File: config.mk
export PLATFORM = sky130hd
export DESIGN_NAME = tic_interrupt_controller
export DESIGN_NICKNAME = d
export VERILOG_FILES = /design/src/core/tic_pkg.sv /design/src/core/tic_flag_reg.sv /design/src/core/tic_pin_sync.sv /design/src/core/tic_interrupt_controller.sv
export SDC_FILE = /design/constraint.sdc
export NUM_CORES = 1
export LEC_CHECK = 0
export BUFFER_PORTS_ARGS = -buffer_cell sky130_fd_sc_hd__buf_2
export CELL_PAD_IN_SITES_DETAIL_PLACEMENT = 0
export CELL_PAD_IN_SITES_GLOBAL_PLACEMENT = 2
export CORE_MARGIN = 2
export CORE_UTILIZATION = 36
export CTS_CLUSTER_DIAMETER = 80
export CTS_CLUSTER_SIZE = 16
export DETAILED_ROUTE_END_ITERATION = 7
export PLACE_DENSITY = 0.81
export SYNTH_ARGS = -nofsm -noshare
export SYNTH_HDL_FRONTEND = slang
export SYNTH_SLANG_ARGS = --single-unit
File: constraint.sdc
create_clock -name ref_clk -period 8.2 [get_ports ref_clk]
set_clock_uncertainty 0.15 [all_clocks]
set_input_delay 1.23 -clock ref_clk [delete_from_list [all_inputs] [get_ports ref_clk]]
set_output_delay 1.23 -clock ref_clk [all_outputs]
set_load 0.005 [all_outputs]
File: src/core/tic_pkg.sv
// Constants, register map and types of the two-level interrupt controller
package tic_pkg;

  // ****************************************
  // Sizes
  // ****************************************
  localparam int NUM_PER_REGS = 5;
  localparam int PER_SRC      = 8 * NUM_PER_REGS;
  localparam int NUM_CORE     = 5;
  localparam int NUM_EXT      = 3;
  localparam int NUM_IOC      = 4;
  localparam int PC_W         = 16;

  // ****************************************
  // Register byte offsets
  // ****************************************
  localparam logic [7:0] OFS_CTRL   = 8'h00;
  localparam logic [7:0] OFS_CTRL2  = 8'h04;
  localparam logic [7:0] OFS_CTRL3  = 8'h08;
  localparam logic [7:0] OFS_PFLAG0 = 8'h10;
  localparam logic [7:0] OFS_PEN0   = 8'h30;
  localparam logic [7:0] OFS_PPRI0  = 8'h50;
  localparam logic [7:0] OFS_RSTCTL = 8'h70;
  localparam logic [7:0] OFS_STATUS = 8'h74;

  // ****************************************
  // Reset values and writable masks
  // ****************************************
  localparam logic [7:0] RST_CTRL   = 8'h00;
  localparam logic [7:0] RST_CTRL2  = 8'hf5;
  localparam logic [7:0] RST_CTRL3  = 8'hc0;
  localparam logic [7:0] RST_PFLAG  = 8'h00;
  localparam logic [7:0] RST_PEN    = 8'h00;
  localparam logic [7:0] RST_PPRI   = 8'hff;
  localparam logic [7:0] RST_RSTCTL = 8'h00;
  localparam logic [7:0] MASK_ALL   = 8'hff;
  localparam logic [7:0] MASK_CTRL2 = 8'hf5;
  localparam logic [7:0] MASK_CTRL3 = 8'hdb;
  localparam logic [7:0] MASK_RSTCTL = 8'h80;

  // ****************************************
  // Field positions
  // ****************************************
  localparam int CTRL_GH     = 7;
  localparam int CTRL_GL     = 6;
  localparam int CTRL_TMR_EN = 5;
  localparam int CTRL_E0_EN  = 4;
  localparam int CTRL_IOC_EN = 3;
  localparam int CTRL_TMR_FL = 2;
  localparam int CTRL_E0_FL  = 1;
  localparam int CTRL_IOC_FL = 0;
  localparam int CTRL2_EDGE0 = 6;
  localparam int CTRL2_EDGE1 = 5;
  localparam int CTRL2_EDGE2 = 4;
  localparam int CTRL2_TMR_PRI = 2;
  localparam int CTRL2_IOC_PRI = 0;
  localparam int CTRL3_E2_PRI = 7;
  localparam int CTRL3_E1_PRI = 6;
  localparam int CTRL3_E2_EN  = 4;
  localparam int CTRL3_E1_EN  = 3;
  localparam int CTRL3_E2_FL  = 1;
  localparam int CTRL3_E1_FL  = 0;
  localparam int RSTCTL_PRIO  = 7;

  // ****************************************
  // Vectors
  // ****************************************
  localparam logic [PC_W-1:0] VEC_HIGH = 16'h0008;
  localparam logic [PC_W-1:0] VEC_LOW  = 16'h0018;

  typedef enum logic [1:0] {SEQ_IDLE, SEQ_PUSH, SEQ_LOAD} tic_seq_t;

endpackage

File: src/core/tic_flag_reg.sv
// Byte register with software write and hardware set and clear
`timescale 1ns/1ps
module tic_flag_reg
  import tic_pkg::*;
#(
  parameter logic [7:0] RST_VAL = 8'h00,
  parameter logic [7:0] WR_MASK = 8'hff
)(
  input  wire logic       clk,
  input  wire logic       rstn,
  input  wire logic       wrEn,
  input  wire logic [7:0] wrData,
  input  wire logic [7:0] hwSet,
  input  wire logic [7:0] hwClr,
  output logic      [7:0] value
);

  logic [7:0] value_q;
  logic [7:0] value_d;

  // Hardware set is applied last so an event never loses to a clear
  always_comb
  begin
    value_d = value_q;
    if (wrEn)
    begin
      value_d = (value_q & ~WR_MASK) | (wrData & WR_MASK);
    end
    value_d = (value_d & ~hwClr) | hwSet;
  end

  always_ff @(posedge clk or negedge rstn)
  begin
    if (!rstn)
    begin
      value_q <= RST_VAL;
    end
    else
    begin
      value_q <= value_d;
    end
  end

  assign value = value_q;

endmodule // tic_flag_reg

File: src/core/tic_pin_sync.sv
// Two-stage synchroniser with edge detection for pin inputs
`timescale 1ns/1ps
module tic_pin_sync
  import tic_pkg::*;
#(
  parameter int N = 1
)(
  input  wire logic         clk,
  input  wire logic         rstn,
  input  wire logic [N-1:0] pinIn,
  output logic      [N-1:0] rise,
  output logic      [N-1:0] fall
);

  logic [N-1:0] meta_q;
  logic [N-1:0] sync_q;
  logic [N-1:0] last_q;

  // Only the second stage reads the first one
  always_ff @(posedge clk or negedge rstn)
  begin
    if (!rstn)
    begin
      meta_q <= '0;
      sync_q <= '0;
      last_q <= '0;
    end
    else
    begin
      meta_q <= pinIn;
      sync_q <= meta_q;
      last_q <= sync_q;
    end
  end

  assign rise = sync_q & ~last_q;
  assign fall = ~sync_q & last_q;

endmodule // tic_pin_sync

File: src/core/tic_interrupt_controller.sv
// Two-level interrupt controller with Wishbone register access
//
// What this block does
// - External line zero is always high priority and has no priority bit.
// - Priority mode vectors high requests to 0008h and low requests to 0018h.
// - An enabled high request preempts a running low service routine.
// - Priority mode enable bit in reset control selects mode; clear by default.
// - Compatibility mode ignores every per-source priority bit.
// - Compatibility: peripherals need both peripheral and global enable set.
// - Compatibility: global enable opens core sources; clear masks everything.
// - Compatibility mode vectors every accepted interrupt to 0008h.
// - Priority mode: high enable opens high sources; clear masks all sources.
// - Priority mode: low enable gates low sources, needs high enable too.
// - Flag, own enable and global enable all set trigger vectoring.
// - Responding clears the single, high or low global enable as applicable.
// - No low request is taken while a high routine is active.
// - Acceptance pushes the return address then loads the vector.
// - Return from interrupt leaves the routine and sets the enable again.
// - Pin events set their flag three clocks later and reach the vector at the third boundary after it.
// - Flags set on events regardless of any enable, for polling.
// - Five flag, five enable and five priority peripheral registers.
`timescale 1ns/1ps
module tic_interrupt_controller
  import tic_pkg::*;
(
  input  wire logic               ref_clk,
  input  wire logic               rstn,
  input  wire logic               wb_cyc_i,
  input  wire logic               wb_stb_i,
  input  wire logic               wb_we_i,
  input  wire logic [7:0]         wb_adr_i,
  input  wire logic [3:0]         wb_sel_i,
  input  wire logic [31:0]        wb_dat_i,
  output logic      [31:0]        wb_dat_o,
  output logic                    wb_ack_o,
  input  wire logic [NUM_EXT-1:0] externalLinePin,
  input  wire logic [NUM_IOC-1:0] portChangePin,
  input  wire logic               timerOvfEvt,
  input  wire logic [PER_SRC-1:0] periphEvt,
  input  wire logic               instrEnd,
  input  wire logic               returnFromIsrInstr,
  input  wire logic [PC_W-1:0]    returnAddr,
  output logic                    stackPush,
  output logic      [PC_W-1:0]    stackPushAddr,
  output logic                    pcLoad,
  output logic      [PC_W-1:0]    pcLoadAddr,
  output logic                    isrHighActive,
  output logic                    isrLowActive
);

  // ****************************************
  // Reset release
  // ****************************************
  logic rstnMeta_q;
  logic rstnSync_q;

  always_ff @(posedge ref_clk or negedge rstn)
  begin
    if (!rstn)
    begin
      rstnMeta_q <= 1'b0;
      rstnSync_q <= 1'b0;
    end
    else
    begin
      rstnMeta_q <= 1'b1;
      rstnSync_q <= rstnMeta_q;
    end
  end

  // ****************************************
  // Wishbone slave
  // ****************************************
  logic        ack_q;
  logic [31:0] rdData_q;
  logic [7:0]  rdByte;
  logic        wbWr;

  function automatic logic hit(input logic [7:0] adr, input logic [7:0] ofs);
    return adr[7:2] == ofs[7:2];
  endfunction

  // Writes land on the edge where the master samples ack
  assign wbWr = wb_cyc_i & wb_stb_i & wb_we_i & ack_q & wb_sel_i[0];

  always_ff @(posedge ref_clk or negedge rstnSync_q)
  begin
    if (!rstnSync_q)
    begin
      ack_q    <= 1'b0;
      rdData_q <= 32'h0000_0000;
    end
    else
    begin
      ack_q <= wb_cyc_i & wb_stb_i & ~ack_q;
      if (wb_cyc_i && wb_stb_i && !ack_q)
      begin
        rdData_q <= {24'h00_0000, rdByte};
      end
    end
  end

  assign wb_ack_o = ack_q;
  assign wb_dat_o = rdData_q;

  // ****************************************
  // Event capture
  // ****************************************
  logic [NUM_EXT-1:0] extRise;
  logic [NUM_EXT-1:0] extFall;
  logic [NUM_IOC-1:0] iocRise;
  logic [NUM_IOC-1:0] iocFall;
  logic [NUM_EXT-1:0] extEvt;
  logic               iocEvt;
  logic [7:0]         ctrlVal;
  logic [7:0]         ctrl2Val;
  logic [7:0]         ctrl3Val;
  logic [7:0]         rstCtlVal;
  logic [7:0]         ctrlSet;
  logic [7:0]         ctrlClr;

  tic_pin_sync #(.N(NUM_EXT)) u_ext_sync (
    .clk   (ref_clk),
    .rstn  (rstnSync_q),
    .pinIn (externalLinePin),
    .rise  (extRise),
    .fall  (extFall)
  );

  tic_pin_sync #(.N(NUM_IOC)) u_ioc_sync (
    .clk   (ref_clk),
    .rstn  (rstnSync_q),
    .pinIn (portChangePin),
    .rise  (iocRise),
    .fall  (iocFall)
  );

  assign extEvt[0] = ctrl2Val[CTRL2_EDGE0] ? extRise[0] : extFall[0];
  assign extEvt[1] = ctrl2Val[CTRL2_EDGE1] ? extRise[1] : extFall[1];
  assign extEvt[2] = ctrl2Val[CTRL2_EDGE2] ? extRise[2] : extFall[2];
  assign iocEvt    = |(iocRise | iocFall);

  // ****************************************
  // Control registers
  // ****************************************
  tic_flag_reg #(.RST_VAL(RST_CTRL), .WR_MASK(MASK_ALL)) u_ctrl (
    .clk    (ref_clk),
    .rstn   (rstnSync_q),
    .wrEn   (wbWr & hit(wb_adr_i, OFS_CTRL)),
    .wrData (wb_dat_i[7:0]),
    .hwSet  (ctrlSet),
    .hwClr  (ctrlClr),
    .value  (ctrlVal)
  );

  tic_flag_reg #(.RST_VAL(RST_CTRL2), .WR_MASK(MASK_CTRL2)) u_ctrl2 (
    .clk    (ref_clk),
    .rstn   (rstnSync_q),
    .wrEn   (wbWr & hit(wb_adr_i, OFS_CTRL2)),
    .wrData (wb_dat_i[7:0]),
    .hwSet  (8'h00),
    .hwClr  (8'h00),
    .value  (ctrl2Val)
  );

  // Flags set from events whatever the enables say
  tic_flag_reg #(.RST_VAL(RST_CTRL3), .WR_MASK(MASK_CTRL3)) u_ctrl3 (
    .clk    (ref_clk),
    .rstn   (rstnSync_q),
    .wrEn   (wbWr & hit(wb_adr_i, OFS_CTRL3)),
    .wrData (wb_dat_i[7:0]),
    .hwSet  ({6'h00, extEvt[2], extEvt[1]}),
    .hwClr  (8'h00),
    .value  (ctrl3Val)
  );

  // Priority mode select
  tic_flag_reg #(.RST_VAL(RST_RSTCTL), .WR_MASK(MASK_RSTCTL)) u_rstctl (
    .clk    (ref_clk),
    .rstn   (rstnSync_q),
    .wrEn   (wbWr & hit(wb_adr_i, OFS_RSTCTL)),
    .wrData (wb_dat_i[7:0]),
    .hwSet  (8'h00),
    .hwClr  (8'h00),
    .value  (rstCtlVal)
  );

  // ****************************************
  // Peripheral registers
  // ****************************************
  logic [7:0] perFlag [NUM_PER_REGS];
  logic [7:0] perEn   [NUM_PER_REGS];
  logic [7:0] perPri  [NUM_PER_REGS];

  for (genvar i = 0; i < NUM_PER_REGS; i++)
  begin : g_per
    tic_flag_reg #(.RST_VAL(RST_PFLAG), .WR_MASK(MASK_ALL)) u_flag (
      .clk    (ref_clk),
      .rstn   (rstnSync_q),
      .wrEn   (wbWr & hit(wb_adr_i, 8'(OFS_PFLAG0 + 8'(4 * i)))),
      .wrData (wb_dat_i[7:0]),
      .hwSet  (periphEvt[8*i +: 8]),
      .hwClr  (8'h00),
      .value  (perFlag[i])
    );
    tic_flag_reg #(.RST_VAL(RST_PEN), .WR_MASK(MASK_ALL)) u_en (
      .clk    (ref_clk),
      .rstn   (rstnSync_q),
      .wrEn   (wbWr & hit(wb_adr_i, 8'(OFS_PEN0 + 8'(4 * i)))),
      .wrData (wb_dat_i[7:0]),
      .hwSet  (8'h00),
      .hwClr  (8'h00),
      .value  (perEn[i])
    );
    tic_flag_reg #(.RST_VAL(RST_PPRI), .WR_MASK(MASK_ALL)) u_pri (
      .clk    (ref_clk),
      .rstn   (rstnSync_q),
      .wrEn   (wbWr & hit(wb_adr_i, 8'(OFS_PPRI0 + 8'(4 * i)))),
      .wrData (wb_dat_i[7:0]),
      .hwSet  (8'h00),
      .hwClr  (8'h00),
      .value  (perPri[i])
    );
  end

  // ****************************************
  // Read mux
  // ****************************************
  tic_seq_t seqState_q;
  logic     isrHigh_q;
  logic     isrLow_q;

  // Unmapped offsets read as zero and ignore writes
  always_comb
  begin
    rdByte = 8'h00;
    if (hit(wb_adr_i, OFS_CTRL))   rdByte = ctrlVal;
    if (hit(wb_adr_i, OFS_CTRL2))  rdByte = ctrl2Val & MASK_CTRL2;
    if (hit(wb_adr_i, OFS_CTRL3))  rdByte = ctrl3Val & MASK_CTRL3;
    if (hit(wb_adr_i, OFS_RSTCTL)) rdByte = rstCtlVal & MASK_RSTCTL;
    if (hit(wb_adr_i, OFS_STATUS)) rdByte = {6'h00, isrLow_q, isrHigh_q};
    for (int k = 0; k < NUM_PER_REGS; k++)
    begin
      if (hit(wb_adr_i, 8'(OFS_PFLAG0 + 8'(4 * k)))) rdByte = perFlag[k];
      if (hit(wb_adr_i, 8'(OFS_PEN0 + 8'(4 * k))))   rdByte = perEn[k];
      if (hit(wb_adr_i, 8'(OFS_PPRI0 + 8'(4 * k))))  rdByte = perPri[k];
    end
  end

  // ****************************************
  // Request evaluation
  // ****************************************
  logic                priorityModeEnable;
  logic                globalOrHighLevelEnable;
  logic                peripheralOrLowLevelEnable;
  logic [NUM_CORE-1:0] coreAct;
  logic [NUM_CORE-1:0] corePri;
  logic                perAny;
  logic                perHi;
  logic                perLo;
  logic                takeHigh;
  logic                takeLow;
  logic                respond;

  assign priorityModeEnable         = rstCtlVal[RSTCTL_PRIO];
  assign globalOrHighLevelEnable    = ctrlVal[CTRL_GH];
  assign peripheralOrLowLevelEnable = ctrlVal[CTRL_GL];

  // Core sources: timer, external lines 0..2, port change
  assign coreAct = {ctrlVal[CTRL_TMR_FL] & ctrlVal[CTRL_TMR_EN],
                    ctrlVal[CTRL_E0_FL] & ctrlVal[CTRL_E0_EN],
                    ctrl3Val[CTRL3_E1_FL] & ctrl3Val[CTRL3_E1_EN],
                    ctrl3Val[CTRL3_E2_FL] & ctrl3Val[CTRL3_E2_EN],
                    ctrlVal[CTRL_IOC_FL] & ctrlVal[CTRL_IOC_EN]};
  assign corePri = {ctrl2Val[CTRL2_TMR_PRI], 1'b1,
                    ctrl3Val[CTRL3_E1_PRI], ctrl3Val[CTRL3_E2_PRI],
                    ctrl2Val[CTRL2_IOC_PRI]};

  always_comb
  begin
    perAny = 1'b0;
    perHi  = 1'b0;
    perLo  = 1'b0;
    for (int k = 0; k < NUM_PER_REGS; k++)
    begin
      perAny = perAny | (|(perFlag[k] & perEn[k]));
      perHi  = perHi | (|(perFlag[k] & perEn[k] & perPri[k]));
      perLo  = perLo | (|(perFlag[k] & perEn[k] & ~perPri[k]));
    end
  end

  // Priority bits take no part in compatibility mode
  always_comb
  begin
    if (!priorityModeEnable)
    begin
      takeHigh = globalOrHighLevelEnable & ((|coreAct)
               | (peripheralOrLowLevelEnable & perAny));
      takeLow  = 1'b0;
    end
    else
    begin
      takeHigh = globalOrHighLevelEnable
               & ((|(coreAct & corePri)) | perHi);
      takeLow  = globalOrHighLevelEnable & peripheralOrLowLevelEnable
               & ((|(coreAct & ~corePri)) | perLo)
               & ~isrHigh_q;
    end
  end

  // Only sampled at an instruction boundary
  assign respond = (seqState_q == SEQ_IDLE) & instrEnd
                 & (takeHigh | takeLow);

  // ****************************************
  // Global enable update
  // ****************************************
  logic retSetHigh;
  logic retSetLow;

  // Low routine returns restore the low enable, others the high one
  assign retSetHigh = returnFromIsrInstr
                    & (~priorityModeEnable | ~isrLow_q | isrHigh_q);
  assign retSetLow  = returnFromIsrInstr & priorityModeEnable
                    & isrLow_q & ~isrHigh_q;

  assign ctrlClr = {respond & takeHigh, respond & ~takeHigh, 6'h00};
  assign ctrlSet = {retSetHigh, retSetLow, 3'h0,
                    timerOvfEvt, extEvt[0], iocEvt};

  // ****************************************
  // Vector sequencer
  // ****************************************
  logic            lvlHigh_q;
  logic            stackPush_q;
  logic [PC_W-1:0] stackAddr_q;
  logic            pcLoad_q;
  logic [PC_W-1:0] pcAddr_q;

  // Accept, push and load each take one boundary, so a pin event
  // lands at the third boundary after its flag sets, three clocks after the pin
  always_ff @(posedge ref_clk or negedge rstnSync_q)
  begin
    if (!rstnSync_q)
    begin
      seqState_q  <= SEQ_IDLE;
      lvlHigh_q   <= 1'b0;
      stackPush_q <= 1'b0;
      stackAddr_q <= '0;
      pcLoad_q    <= 1'b0;
      pcAddr_q    <= '0;
    end
    else
    begin
      stackPush_q <= 1'b0;
      pcLoad_q    <= 1'b0;
      unique case (seqState_q)
        SEQ_IDLE:
        begin
          if (respond)
          begin
            lvlHigh_q  <= takeHigh;
            seqState_q <= SEQ_PUSH;
          end
        end
        SEQ_PUSH:
        begin
          if (instrEnd)
          begin
            stackPush_q <= 1'b1;
            stackAddr_q <= returnAddr;
            seqState_q  <= SEQ_LOAD;
          end
        end
        SEQ_LOAD:
        begin
          if (instrEnd)
          begin
            pcLoad_q   <= 1'b1;
            pcAddr_q   <= lvlHigh_q ? VEC_HIGH : VEC_LOW;
            seqState_q <= SEQ_IDLE;
          end
        end
      endcase
    end
  end

  // Routine level tracking; compatibility mode always counts as high
  always_ff @(posedge ref_clk or negedge rstnSync_q)
  begin
    if (!rstnSync_q)
    begin
      isrHigh_q <= 1'b0;
      isrLow_q  <= 1'b0;
    end
    else
    begin
      if (returnFromIsrInstr)
      begin
        if (isrHigh_q)
        begin
          isrHigh_q <= 1'b0;
        end
        else
        begin
          isrLow_q <= 1'b0;
        end
      end
      if (seqState_q == SEQ_LOAD && instrEnd)
      begin
        if (lvlHigh_q)
        begin
          isrHigh_q <= 1'b1;
        end
        else
        begin
          isrLow_q <= 1'b1;
        end
      end
    end
  end

  assign stackPush     = stackPush_q;
  assign stackPushAddr = stackAddr_q;
  assign pcLoad        = pcLoad_q;
  assign pcLoadAddr    = pcAddr_q;
  assign isrHighActive = isrHigh_q;
  assign isrLowActive  = isrLow_q;
endmodule // tic_interrupt_controller

# ---- After elaboration in Yosys (flattened, before gate mapping)
# Cells that the tools add are included.
dict set report classes {
  reduce_logical 29
  n_bitwise 110
  eq_ne 24
  muxes 47
}
# operator count
set ops {}
lappend ops {{8-bit two-way mux} 27}
lappend ops {{8-bit bitwise AND} 16}
lappend ops {{8-bit OR reduction} 15}
lappend ops {{6-bit by 5-bit == test with 1-bit output, second input constant} 8}
lappend ops {{8-bit inverter} 6}
lappend ops {{8-bit bitwise OR} 6}
lappend ops {{1-bit bitwise AND} 43}
lappend ops {{6-bit by 4-bit == test with 1-bit output, second input constant} 5}
lappend ops {{6-bit by 3-bit == test with 1-bit output, second input constant} 4}
lappend ops {{1-bit bitwise OR} 18}
lappend ops {{1-bit two-way mux} 15}
lappend ops {{5-bit OR reduction} 3}
lappend ops {{5-bit bitwise AND} 2}
lappend ops {{4-bit bitwise AND} 2}
lappend ops {{4-bit inverter} 2}
lappend ops {{4-bit by 8-bit bitwise OR with 8-bit output} 1}
lappend ops {{6-bit by 8-bit bitwise OR with 8-bit output} 1}
lappend ops {{7-bit by 8-bit bitwise OR with 8-bit output} 1}
lappend ops {{8-bit by 2-bit bitwise OR with 8-bit output} 1}
lappend ops {{3-bit bitwise AND} 2}
lappend ops {{6-bit by 1-bit == test with 1-bit output, second input constant} 1}
lappend ops {{6-bit by 2-bit == test with 1-bit output, second input constant} 1}
lappend ops {{6-bit zero test} 1}
lappend ops {{2-bit two-way mux} 3}
lappend ops {{other kinds (15)} 26}
dict set report totals {
  regBits 223
  output_inout_bits 69
  in_bits 115
}

# ---- Longest topological paths before layout
# Gate-level depths: netlist of run 1.
dict set report depth {
  word_depth 21
  ltp_mapped 9
  depth_no_buf 7
}

# ---- Modules after synthesis
# From an unflattened synthesis of run 1, not the netlist that was laid out.
dict set report hier_totals {
  hier_cells 1067
  hier_area_um2 11438.5
}
# mod area_per_inst_um2 instances cells_per_inst
set by_module_without_submodules {}
lappend by_module_without_submodules {tic_interrupt_controller 4130.2 1 558}
lappend by_module_without_submodules {{tic_flag_reg (g_per[0].u_en ...)} 351.6 11 25}
lappend by_module_without_submodules {{tic_flag_reg (g_per[0].u_pri ...)} 361.6 5 25}
lappend by_module_without_submodules {{tic_pin_sync (u_ioc_sync)} 370.4 1 20}
lappend by_module_without_submodules {{tic_flag_reg (u_ctrl2)} 346.6 1 25}
lappend by_module_without_submodules {{tic_flag_reg (u_ctrl3)} 341.6 1 25}
lappend by_module_without_submodules {{tic_flag_reg (u_rstctl)} 296.5 1 24}
lappend by_module_without_submodules {{tic_pin_sync (u_ext_sync)} 277.8 1 15}

# ---- Least setup slack after synthesis of run 1
# No wires, ideal clock.
dict set report synth_timing {
  path_kind {input-to-reg}
  from {input port wb_adr_i[5]}
  to {register rdData_q[1], in the netlist wb_dat_o[1]}
  setup_time_ps 80
  t_arrival_ps 2895
  slack_ps 5075
  path_stages 8
  t_required_ps 7970
  path_cell_list {or4_1 buf_2 o32ai_2 a31oi_1 o311ai_1 a221oi_1 o31a_1 o22ai_2}
}
dict set report synth_via {
  elab_chain_cells 21
  word_cells_on_any_way 40
}
# element line_no
set synth_rtl {}
lappend synth_rtl {{start, declared} tic_interrupt_controller.sv:31} ;# input wire logic [7:0] wb_adr_i,
lappend synth_rtl {{6-bit zero test} tic_interrupt_controller.sv:80} ;# return adr[7:2] == ofs[7:2];
lappend synth_rtl {{8-bit two-way mux} tic_interrupt_controller.sv:237} ;# if (hit(wb_adr_i, OFS_CTRL)) rdByte = ctrlVal;
lappend synth_rtl {{8-bit two-way mux} tic_interrupt_controller.sv:238} ;# if (hit(wb_adr_i, OFS_CTRL2)) rdByte = ctrl2Val & MASK_CTRL2;
lappend synth_rtl {{8-bit two-way mux} tic_interrupt_controller.sv:239} ;# if (hit(wb_adr_i, OFS_CTRL3)) rdByte = ctrl3Val & MASK_CTRL3;
lappend synth_rtl {{8-bit two-way mux} tic_interrupt_controller.sv:240} ;# if (hit(wb_adr_i, OFS_RSTCTL)) rdByte = rstCtlVal & MASK_RSTCTL;
lappend synth_rtl {{8-bit two-way mux} tic_interrupt_controller.sv:241} ;# if (hit(wb_adr_i, OFS_STATUS)) rdByte = {6'h00, isrLow_q, isrHigh_q};
lappend synth_rtl {{8-bit two-way mux} tic_interrupt_controller.sv:244} ;# if (hit(wb_adr_i, 8'(OFS_PFLAG0 + 8'(4 * k)))) rdByte = perFlag[k];
lappend synth_rtl {{8-bit two-way mux} tic_interrupt_controller.sv:245} ;# if (hit(wb_adr_i, 8'(OFS_PEN0 + 8'(4 * k)))) rdByte = perEn[k];
lappend synth_rtl {{[5 not listed]} --}
lappend synth_rtl {{8-bit two-way mux} tic_interrupt_controller.sv:245}
lappend synth_rtl {{8-bit two-way mux} tic_interrupt_controller.sv:246} ;# if (hit(wb_adr_i, 8'(OFS_PPRI0 + 8'(4 * k)))) rdByte = perPri[k];
lappend synth_rtl {{8-bit two-way mux} tic_interrupt_controller.sv:244}
lappend synth_rtl {{8-bit two-way mux} tic_interrupt_controller.sv:245}
lappend synth_rtl {{8-bit two-way mux} tic_interrupt_controller.sv:246}
lappend synth_rtl {{8-bit two-way mux} tic_interrupt_controller.sv:244}
lappend synth_rtl {{8-bit two-way mux} tic_interrupt_controller.sv:245}
lappend synth_rtl {{8-bit two-way mux *} tic_interrupt_controller.sv:246}
lappend synth_rtl {{end signal, assigned} tic_interrupt_controller.sv:98} ;# rdData_q <= {24'h00_0000, rdByte};
lappend synth_rtl {{end, declared} tic_interrupt_controller.sv:75} ;# logic [31:0] rdData_q;
# Mark *: on every way between the ends. The rest lies on a longest branch, timed or not.
# A chain may end at the register's enable or synchronous reset.

# ---- Final worst setup path of run 1
dict set report layout_timing {
  from {input port wb_adr_i[5]}
  to {register rdData_q[7], in the netlist wb_dat_o[7]}
}
# The elaborated chain is that of the path after synthesis.

==> results of run 1 <==
metrics by stage:
stage	worst slack [ns]	area (µm²)	total power, W	hold WS (ns)	std cells
floorplan	2.21	10300	0.00129	0.181	1021
global route	4.33	11600	0.00239	0.207	1479
detailed placement	4.06	10900	0.00141	0.187	1447
global placement	4.07	10900	0.00140	0.183	1447
CTS	4.52	11600	0.00231	0.194	1479
finish	4.41	11600	0.00229	0.190	1480
layer usage:
layer  vias to the layer above  wire length [µm]  GRT usage
li1                       3728                 -          -
met1                      4345             16600      0.353
met2                       339             17800      0.424
met3                        68              2090     0.0407
met4                         0               908     0.0785
met5                         -                 0          0
layout make-up:
| cell class | count | area share |
|---|---|---|
| Antenna cell | 1 | 0.000216 |
| Clock inverter | 15 | 0.0186 |
| Timing Repair Buffer | 120 | 0.0527 |
| Tap cell | 378 | 0.0408 |
| Multi-Input combinational cell | 741 | 0.414 |
| Sequential cell | 198 | 0.433 |
| Clock buffer | 17 | 0.0367 |
| Inverter | 10 | 0.00324 |
kinds of logic after synthesis:
kind of cell,Yosys count
compound gates,149
fa+ha+maj,4
other cells,2
flops,198
buf+inv,82
mux,126
xor+xnor,4
simple gates,419
report_power, final:
group	total, W	switching, W	internal [W]	leakage [nW]
clock network	0.000903	0.000452	0.000451	0.310
logic	0.000292	0.000155	0.000137	2.56
registers	0.00110	0.0000485	0.00105	2.24
cells in the final DEF, fill, tap and decap left out, types with 7 or more instances in the layout:
master                      count
sky130_fd_sc_hd__o21ai_0       18
sky130_fd_sc_hd__dfrtp_1      149
sky130_fd_sc_hd__nand3_1       70
sky130_fd_sc_hd__inv_1         10
sky130_fd_sc_hd__o211ai_1      11
sky130_fd_sc_hd__nand3b_1      51
sky130_fd_sc_hd__conb_1        39
sky130_fd_sc_hd__a221oi_1       7
sky130_fd_sc_hd__o221ai_1       7
sky130_fd_sc_hd__a31oi_1        7
sky130_fd_sc_hd__buf_2        116
sky130_fd_sc_hd__o2111ai_1      8
sky130_fd_sc_hd__o22ai_1       25
sky130_fd_sc_hd__nand2_1      178
sky130_fd_sc_hd__nor4_1         8
sky130_fd_sc_hd__mux2_2       111
sky130_fd_sc_hd__nor3_1        14
sky130_fd_sc_hd__nor2_1        39
sky130_fd_sc_hd__clkbuf_16     17
sky130_fd_sc_hd__a21oi_1       16
sky130_fd_sc_hd__a22oi_1        8
sky130_fd_sc_hd__mux2i_1       14
sky130_fd_sc_hd__nand4_1       19
sky130_fd_sc_hd__nand2b_1       8
sky130_fd_sc_hd__dfstp_2       48
registers in the layout, indices dropped and copies added (netlist names), 6 cells and up:
| register | count |
|---|---|
| g_per.u_en.value | 40 |
| g_per.u_flag.value | 40 |
| g_per.u_pri.value | 40 |
| stackPushAddr | 16 |
| u_ctrl.value | 8 |
| wb_dat_o | 8 |
| u_ctrl2.value | 6 |
| u_ctrl3.value | 6 |
critical path, cell delays in order:
cell and delay, ns:
sky130_fd_sc_hd__buf_2 0.28, sky130_fd_sc_hd__nor4b_2 0.76, sky130_fd_sc_hd__nand2_1 0.40, sky130_fd_sc_hd__o22ai_1 0.27
sky130_fd_sc_hd__a31oi_1 0.06, sky130_fd_sc_hd__or3_1 0.37, sky130_fd_sc_hd__a222oi_1 0.46, sky130_fd_sc_hd__o21ai_1 0.11
path summary, 6_finish.rpt:
kind                                             endpoint  slack (ns)
setup / recovery                  wb_dat_o[7]$_DFFE_PN0P_        4.41
hold / removal             u_ioc_sync.sync_q[1]$_DFF_PN0_        0.19
setup reg to reg                seqState_q[1]$_DFFE_PN0P_        5.47
hold reg to reg            u_ioc_sync.sync_q[1]$_DFF_PN0_        0.19
max in group asynchronous         wb_dat_o[2]$_DFFE_PN0P_        6.22
min in group asynchronous  u_ext_sync.sync_q[2]$_DFF_PN0_        0.29
==> run summary, run 1 <==
Synthesis inferred 198 register bits. The portion of the clock cycle consumed by the worst path in the final layout is 0.462. The multiplexer share of the synthesized area works out to 0.138. The most used flip-flop cell after synthesis is sky130_fd_sc_hd__dfrtp_1.

Counting instances, the worst hold path has a depth of 0. The post-synthesis instance area is 10100 µm². The tools report the hold buffer count at CTS as 0. The core utilization of the finished layout came out at 0.418. Synthesized-area fraction occupied by ao, oa, aoi and oai cells: 0.105. The logs give 8.38 ns for the required time at the endpoint of the critical path and 1 for the number of antenna violations at the first check in global routing. The tool flagged a number of max-cap violations equal to 0. The top cell type's share of synthesized area is 0.371, and the count of input and output buffers is 116. Relative to the synthesized area, the layout overhead comes to 14.4%. STA classifies the critical path startpoint as an input port.

Setup violations remaining at the end of the flow were counted as 0. The worst register-to-register path begins at g_per[2].u_flag.value[7]$_DFF_PN0_. Across the VDD grid, the largest voltage drop is 117 µV. The flow ran to the end, and the final reports show no timing, DRC or antenna violations. For the register area share after synthesis, the log shows 0.495. Ranked by total cell area, the synthesized netlist is headed by sky130_fd_sc_hd__dfrtp_1 37%, sky130_fd_sc_hd__dfstp_2 12%, sky130_fd_sc_hd__mux2_2 12%. The tools report the half-perimeter wire length of the detailed placement result as 27700 µm. The origin of the worst setup path is wb_adr_i[5]. The weighted congestion reported at the end of routability-driven placement was 0.972; the clock transition at the register clock pins on the worst setup and hold paths after CTS was 0.09 ns. Dividing the detail-routed via count by the number of cells gives 5.73.

For the number of fill cells, the log shows 2746. The floorplan step set the die height to 172 µm. The clock passes through at most 2 buffers. The share of async-settable or async-resettable flops after synthesis is 1.00, and the final number of hold-violating endpoints is 0. The run gives 0.369 as the worst slew slack as a fraction of its limit. Share of synthesized cell area in full adder, half adder and majority cells: 0.00494.

The tools report the number of buffers inserted during clock tree synthesis as 17. TritonCTS built the clock tree. For the maximum level of the CTS H-tree, the log shows 4. The count of nets left with antenna violations once routing finished came out at 0.

The core area was 27700 µm². Across all layers, the routed design uses 8480 vias. In the final timing run, aggregate negative setup slack is 0 ns. The leakage power is 5.11 nW. After synthesis, the largest family of logic cells by area is simple AND/OR/NAND/NOR gates. In this run the horizontal extent of the chip is 172 µm. The logs give 198 for the CTS sink count and 37400 µm for the total length of routed wires. The biggest area contributor in the post-synthesis netlist is sky130_fd_sc_hd__dfrtp_1. The number of standard cells after synthesis is 984. The tools report the root cell of the clock tree as sky130_fd_sc_hd__clkbuf_16. Startpoint of the most critical hold path: u_ioc_sync.meta_q[1]$_DFF_PN0_. The tools report the multi-input combinational cell area as 4800 µm². The tools report the number of top-level pins as 184. For this design the ratio of total power to cell area is 198 nW/µm².

The post-route minimum period came out at 3.79 ns. The fraction of layout instances using a drive strength above 1 was 0.294; the number of nets in the finished design was 1207. Counting distinct cell types in the post-synthesis netlist gives 68. Counting instances in the post-synthesis netlist gives the leading cell types as 178 x sky130_fd_sc_hd__nand2_1, 150 x sky130_fd_sc_hd__dfrtp_1, 111 x sky130_fd_sc_hd__mux2_2, 70 x sky130_fd_sc_hd__nand3_1, 51 x sky130_fd_sc_hd__nand3b_1. Setup repair after global routing left no endpoint under its margin. The run gives 61 as the standard-cell row count.

The tools report the total die area as 29500 µm². Share of synthesized cell area in and, or, nand and nor gates: 0.207. Summing all flip-flop and latch instances after layout gives 5020 µm². Timing would allow up to 264 MHz. The starting density of the core was 0.366; the global routing usage summed across all routing layers was 0.259.

The tools report the largest net degree at the start of global routing as 71. In this run the worst hold path is classified as reg -> reg. The Yosys step of the flow raised 0 warnings. For the later-pin clock latency in the skew report, the log shows 0.45 ns. The worst setup path is captured at a flop. For this run the aggregate overflow at the end of global routing stands at 0.

In the routed design, unresolved DRC markers number 0. For the worst setup path, the data arrival time is 3.96 ns. Yosys mapped a number of flops with a built-in enable equal to 0. The first global-routing pass estimated 55200 µm of wire. The initial detailed-routing violation count is 737. The average instance in the mapped netlist occupies 10.3 µm². The tools report the number of pins exceeding their max-slew limit in the final report as 0.

The routed wirelength normalized by instance count was 25.3 µm; the number of global-route vias before repair was 8315. The number of buffers inserted to repair setup after CTS was 0. The most common cell in the synthesized netlist is sky130_fd_sc_hd__nand2_1. The worst register-to-register path has a depth of 7.

The post-synthesis xor/xnor area fraction works out to 0.00346. The worst setup path category was in -> reg. The first detailed-routing pass ran for 8 iterations. In this run the worst path has a maximum fanout of 25. In this run, post-CTS repair resized a total of 0 instances. At the pin with the least slew margin, the transition time is 0.942 ns.
Note: power is estimated with default switching activity, not from simulation.
==> run 2, diff against run 1 <==
- clock period: 8.2 -> 3.69 ns (I/O delays scaled with it)
==> run 2 against run 1 <==
Net effect:
- power increased by 120%
- sequential share of layout area decreased by 0.55 points
- clock-buffer cell count unchanged
- die area unchanged
- combinational power increased by 130%
- critical path depth unchanged
- critical endpoint unchanged
==> run summary, run 2 (synthesis results as in run 1) <==
The startpoint type of the worst setup path was an input port. CTS sink count: 198 (unchanged). The clock transition at the register clock pins on the worst setup and hold paths after CTS came out at 0.09 ns (about the same).

The run gives 0 (unchanged) as the post-route DRC violation count. The library cell used most frequently in the layout, excluding fill and tap cells, is sky130_fd_sc_hd__nand2_1. Mean number of vias per cell: 5.65 (-1.4%). The run gives 5020 µm² (unchanged) as the register cell area after layout. The logs give 17 (unchanged) for the number of buffers inserted during clock tree synthesis and 0.466 ns (-3.59 ns) for the worst setup timing slack at the placement stage.

The tools report the half-perimeter wire length of the detailed placement result as 27600 µm (-0.46%). TritonCTS built the clock tree. The remaining antenna violation count after routing came out at 0 (unchanged). The sum of internal, switching and leakage power was 0.00512 W (+120%). The run finished with clean final reports.

The root cell of the clock tree is sky130_fd_sc_hd__clkbuf_16. The number of antenna violations at the first check in global routing is 0 (-1), and the number of top-level pins is 184 (unchanged). The count of input and output buffers came out at 116 (unchanged). Weighted congestion reported at the end of routability-driven placement: 1.02 (+4.8%).

The final number of hold-violating endpoints came out at 0 (unchanged). In this run the worst hold path is classified as in -> reg. The height of the chip was 172 µm (unchanged); the maximum level of the CTS H-tree was 4 (unchanged). The worst-case setup margin in the final layout was 0.796 ns (-3.62 ns).

The largest net degree at the start of global routing came out at 90 (+27%). The total power density per cell area came out at 437 nW/µm² (+120%). The logs give 8454 (-0.31%) for the routed via count and 924 (+25%) for the initial detailed-routing violation count. For the maximum number of buffers from clock root to sink, the log shows 2 (unchanged).

The total length of routed wires was 36600 µm (-2.1%). Core area: 27700 µm² (unchanged). The number of nets in the finished design came out at 1224 (+1.4%). The tools report the number of diodes added for antenna fixing as 0 (-1). The setup-violating endpoint count in the final report is 0 (unchanged), and the standard-cell row count is 61 (unchanged). The fraction of layout instances using a drive strength above 1 is 0.303 (+0.00894), and the leakage power is 5.20 nW (+1.8%). The worst path needs 2.89 ns of the cycle, external delays included. Leaving out fill and tap cells, the most frequent cells in the layout are 178 x sky130_fd_sc_hd__nand2_1, 149 x sky130_fd_sc_hd__dfrtp_1, 116 x sky130_fd_sc_hd__buf_2. The data arrival time of the critical path was 3.07 ns (-0.89 ns). The total iterations of the first detailed-routing run was 5 (-3); the later-pin clock latency in the skew report was 0.45 ns (about the same). The routed wirelength normalized by instance count works out to 24.5 µm (-3.1%). The horizontal die dimension came out at 172 µm (unchanged). The worst setup path is captured at a flop. The biggest fanout along the worst timing path was 24 (-4.0%). The portion of the clock cycle consumed by the worst path in the final layout is 0.784, and the timing-limited maximum frequency is 346 MHz.

The tools report the number of gates resized after cts as 0 (unchanged). Setup repair after global routing left no endpoint under its margin. The logs give 0 ns (unchanged) for the final-layout setup total negative slack and 4790 µm² (-0.13%) for the multi-input combinational cell area. The worst setup path is of the in -> reg kind. The slew at the pin closest to its max-slew limit was 0.750 ns (-0.193 ns); the remaining global-route overflow was 0 (unchanged).

The run gives 29500 µm² (unchanged) as the total die area. The global routing usage summed across all routing layers came out at 0.255 (-0.00448). The logs give 0.496 (+0.126) for the worst slew slack as a fraction of its limit and 2748 (+0.073%) for the number of fill cells. The number of global-route vias before repair came out at 8356 (+0.49%). The logs give 0 (unchanged) for the number of pins exceeding their max-slew limit in the final report and 54200 µm (-1.8%) for the global-route wire length before repair. The starting density of the core was 0.366 (unchanged). The area growth from synthesis to final layout works out to 15.9%. For the maximum resistive drop on vdd, the log shows 266 µV (+130%).

For the required time at the endpoint of the critical path, the log shows 3.87 ns (-4.51 ns). The max-capacitance violation count was 0 (unchanged).
==> run 2: cell types whose count changed in the layout (fill, tap and decap cells not counted), moves of 2 or more <==
cell / previous run / this run
sky130_fd_sc_hd__buf_4: 4 / 18
sky130_fd_sc_hd__inv_12: 2 / 6
sky130_fd_sc_hd__buf_12: 0 / 2
sky130_fd_sc_hd__clkinv_8: 5 / 3
==> run 2: per-layer routing <==
layer,GRT usage,up-vias,routed length [µm]
met4,0.0940,0,1220
met1,0.341,4270,16100
met3,0.0446,60,2250
met5,0,-,0
li1,-,3772,-
met2,0.413,352,17100
==> run 2: power by group <==
part | internal, W | leakage (nW) | switching (W)
logic | 0.000312 | 2.66 | 0.000347
registers | 0.00233 | 2.24 | 0.000103
clock network | 0.000965 | 0.311 | 0.00106
==> run 2: repair_timing <==
action | 4_1_cts | 5_1_grt
setup buffers | 0 | 0
hold buffers | 1 | 0
endpoints found under the hold margin | 2 | 0
==> run 2: final timing paths <==
| kind | from | end | slack [ns] | cells after the start |
|---|---|---|---|---|
| setup reg to reg | g_per[4].u_en.value[2]$_DFFE_PN0P_ | seqState_q[1]$_DFFE_PN0P_ | 0.97 | 7 |
| hold / removal | portChangePin[0] | u_ioc_sync.meta_q[0]$_DFF_PN0_ | 0.05 | 1 |
| max in group asynchronous | rstnSync_q$_DFF_PN0_ | g_per[3].u_pri.value[6]$_DFFE_PN1P_ | 2.26 | 1 |
| min in group asynchronous | rstnSync_q$_DFF_PN0_ | u_ext_sync.meta_q[2]$_DFF_PN0_ | 0.19 | 0 |
| setup / recovery | wb_adr_i[2] | wb_dat_o[7]$_DFFE_PN0P_ | 0.80 | 8 |
| hold reg to reg | rstnSync_q$_DFF_PN0_ | u_ext_sync.meta_q[2]$_DFF_PN0_ | 0.19 | 0 |
==> run 2: cell type report <==
cell class | count | area share
flip-flops and latches | 198 | 0.428
multi-input cells | 741 | 0.409
repair buffers | 137 | 0.0653
well taps | 378 | 0.0403
clock buffers | 17 | 0.0363
clock inverters | 15 | 0.0186
inverters | 10 | 0.00320
==> run 2: stage by stage <==
| stage | area [µm²] | hold WS [ns] | utilization | instances |
|---|---|---|---|---|
| after floorplan | 10300 | 0.108 | - | 1021 |
| after global placement | 11100 | 0.185 | 0.400 | 1463 |
| after detailed placement | 11100 | 0.185 | 0.400 | 1463 |
| after CTS | 11700 | 0.0360 | 0.423 | 1496 |
| after global routing | 11700 | 0.0285 | 0.423 | 1496 |
| final | 11700 | 0.0482 | 0.423 | 1496 |
==> run 2: worst max-delay path: stages <==
cell and delay, ns:
sky130_fd_sc_hd__buf_2 0.45, sky130_fd_sc_hd__nor2b_1 0.53, sky130_fd_sc_hd__nand2_1 0.33, sky130_fd_sc_hd__o22ai_1 0.19
sky130_fd_sc_hd__a31oi_1 0.05, sky130_fd_sc_hd__or3_1 0.36, sky130_fd_sc_hd__a222oi_1 0.50, sky130_fd_sc_hd__o21ai_1 0.10
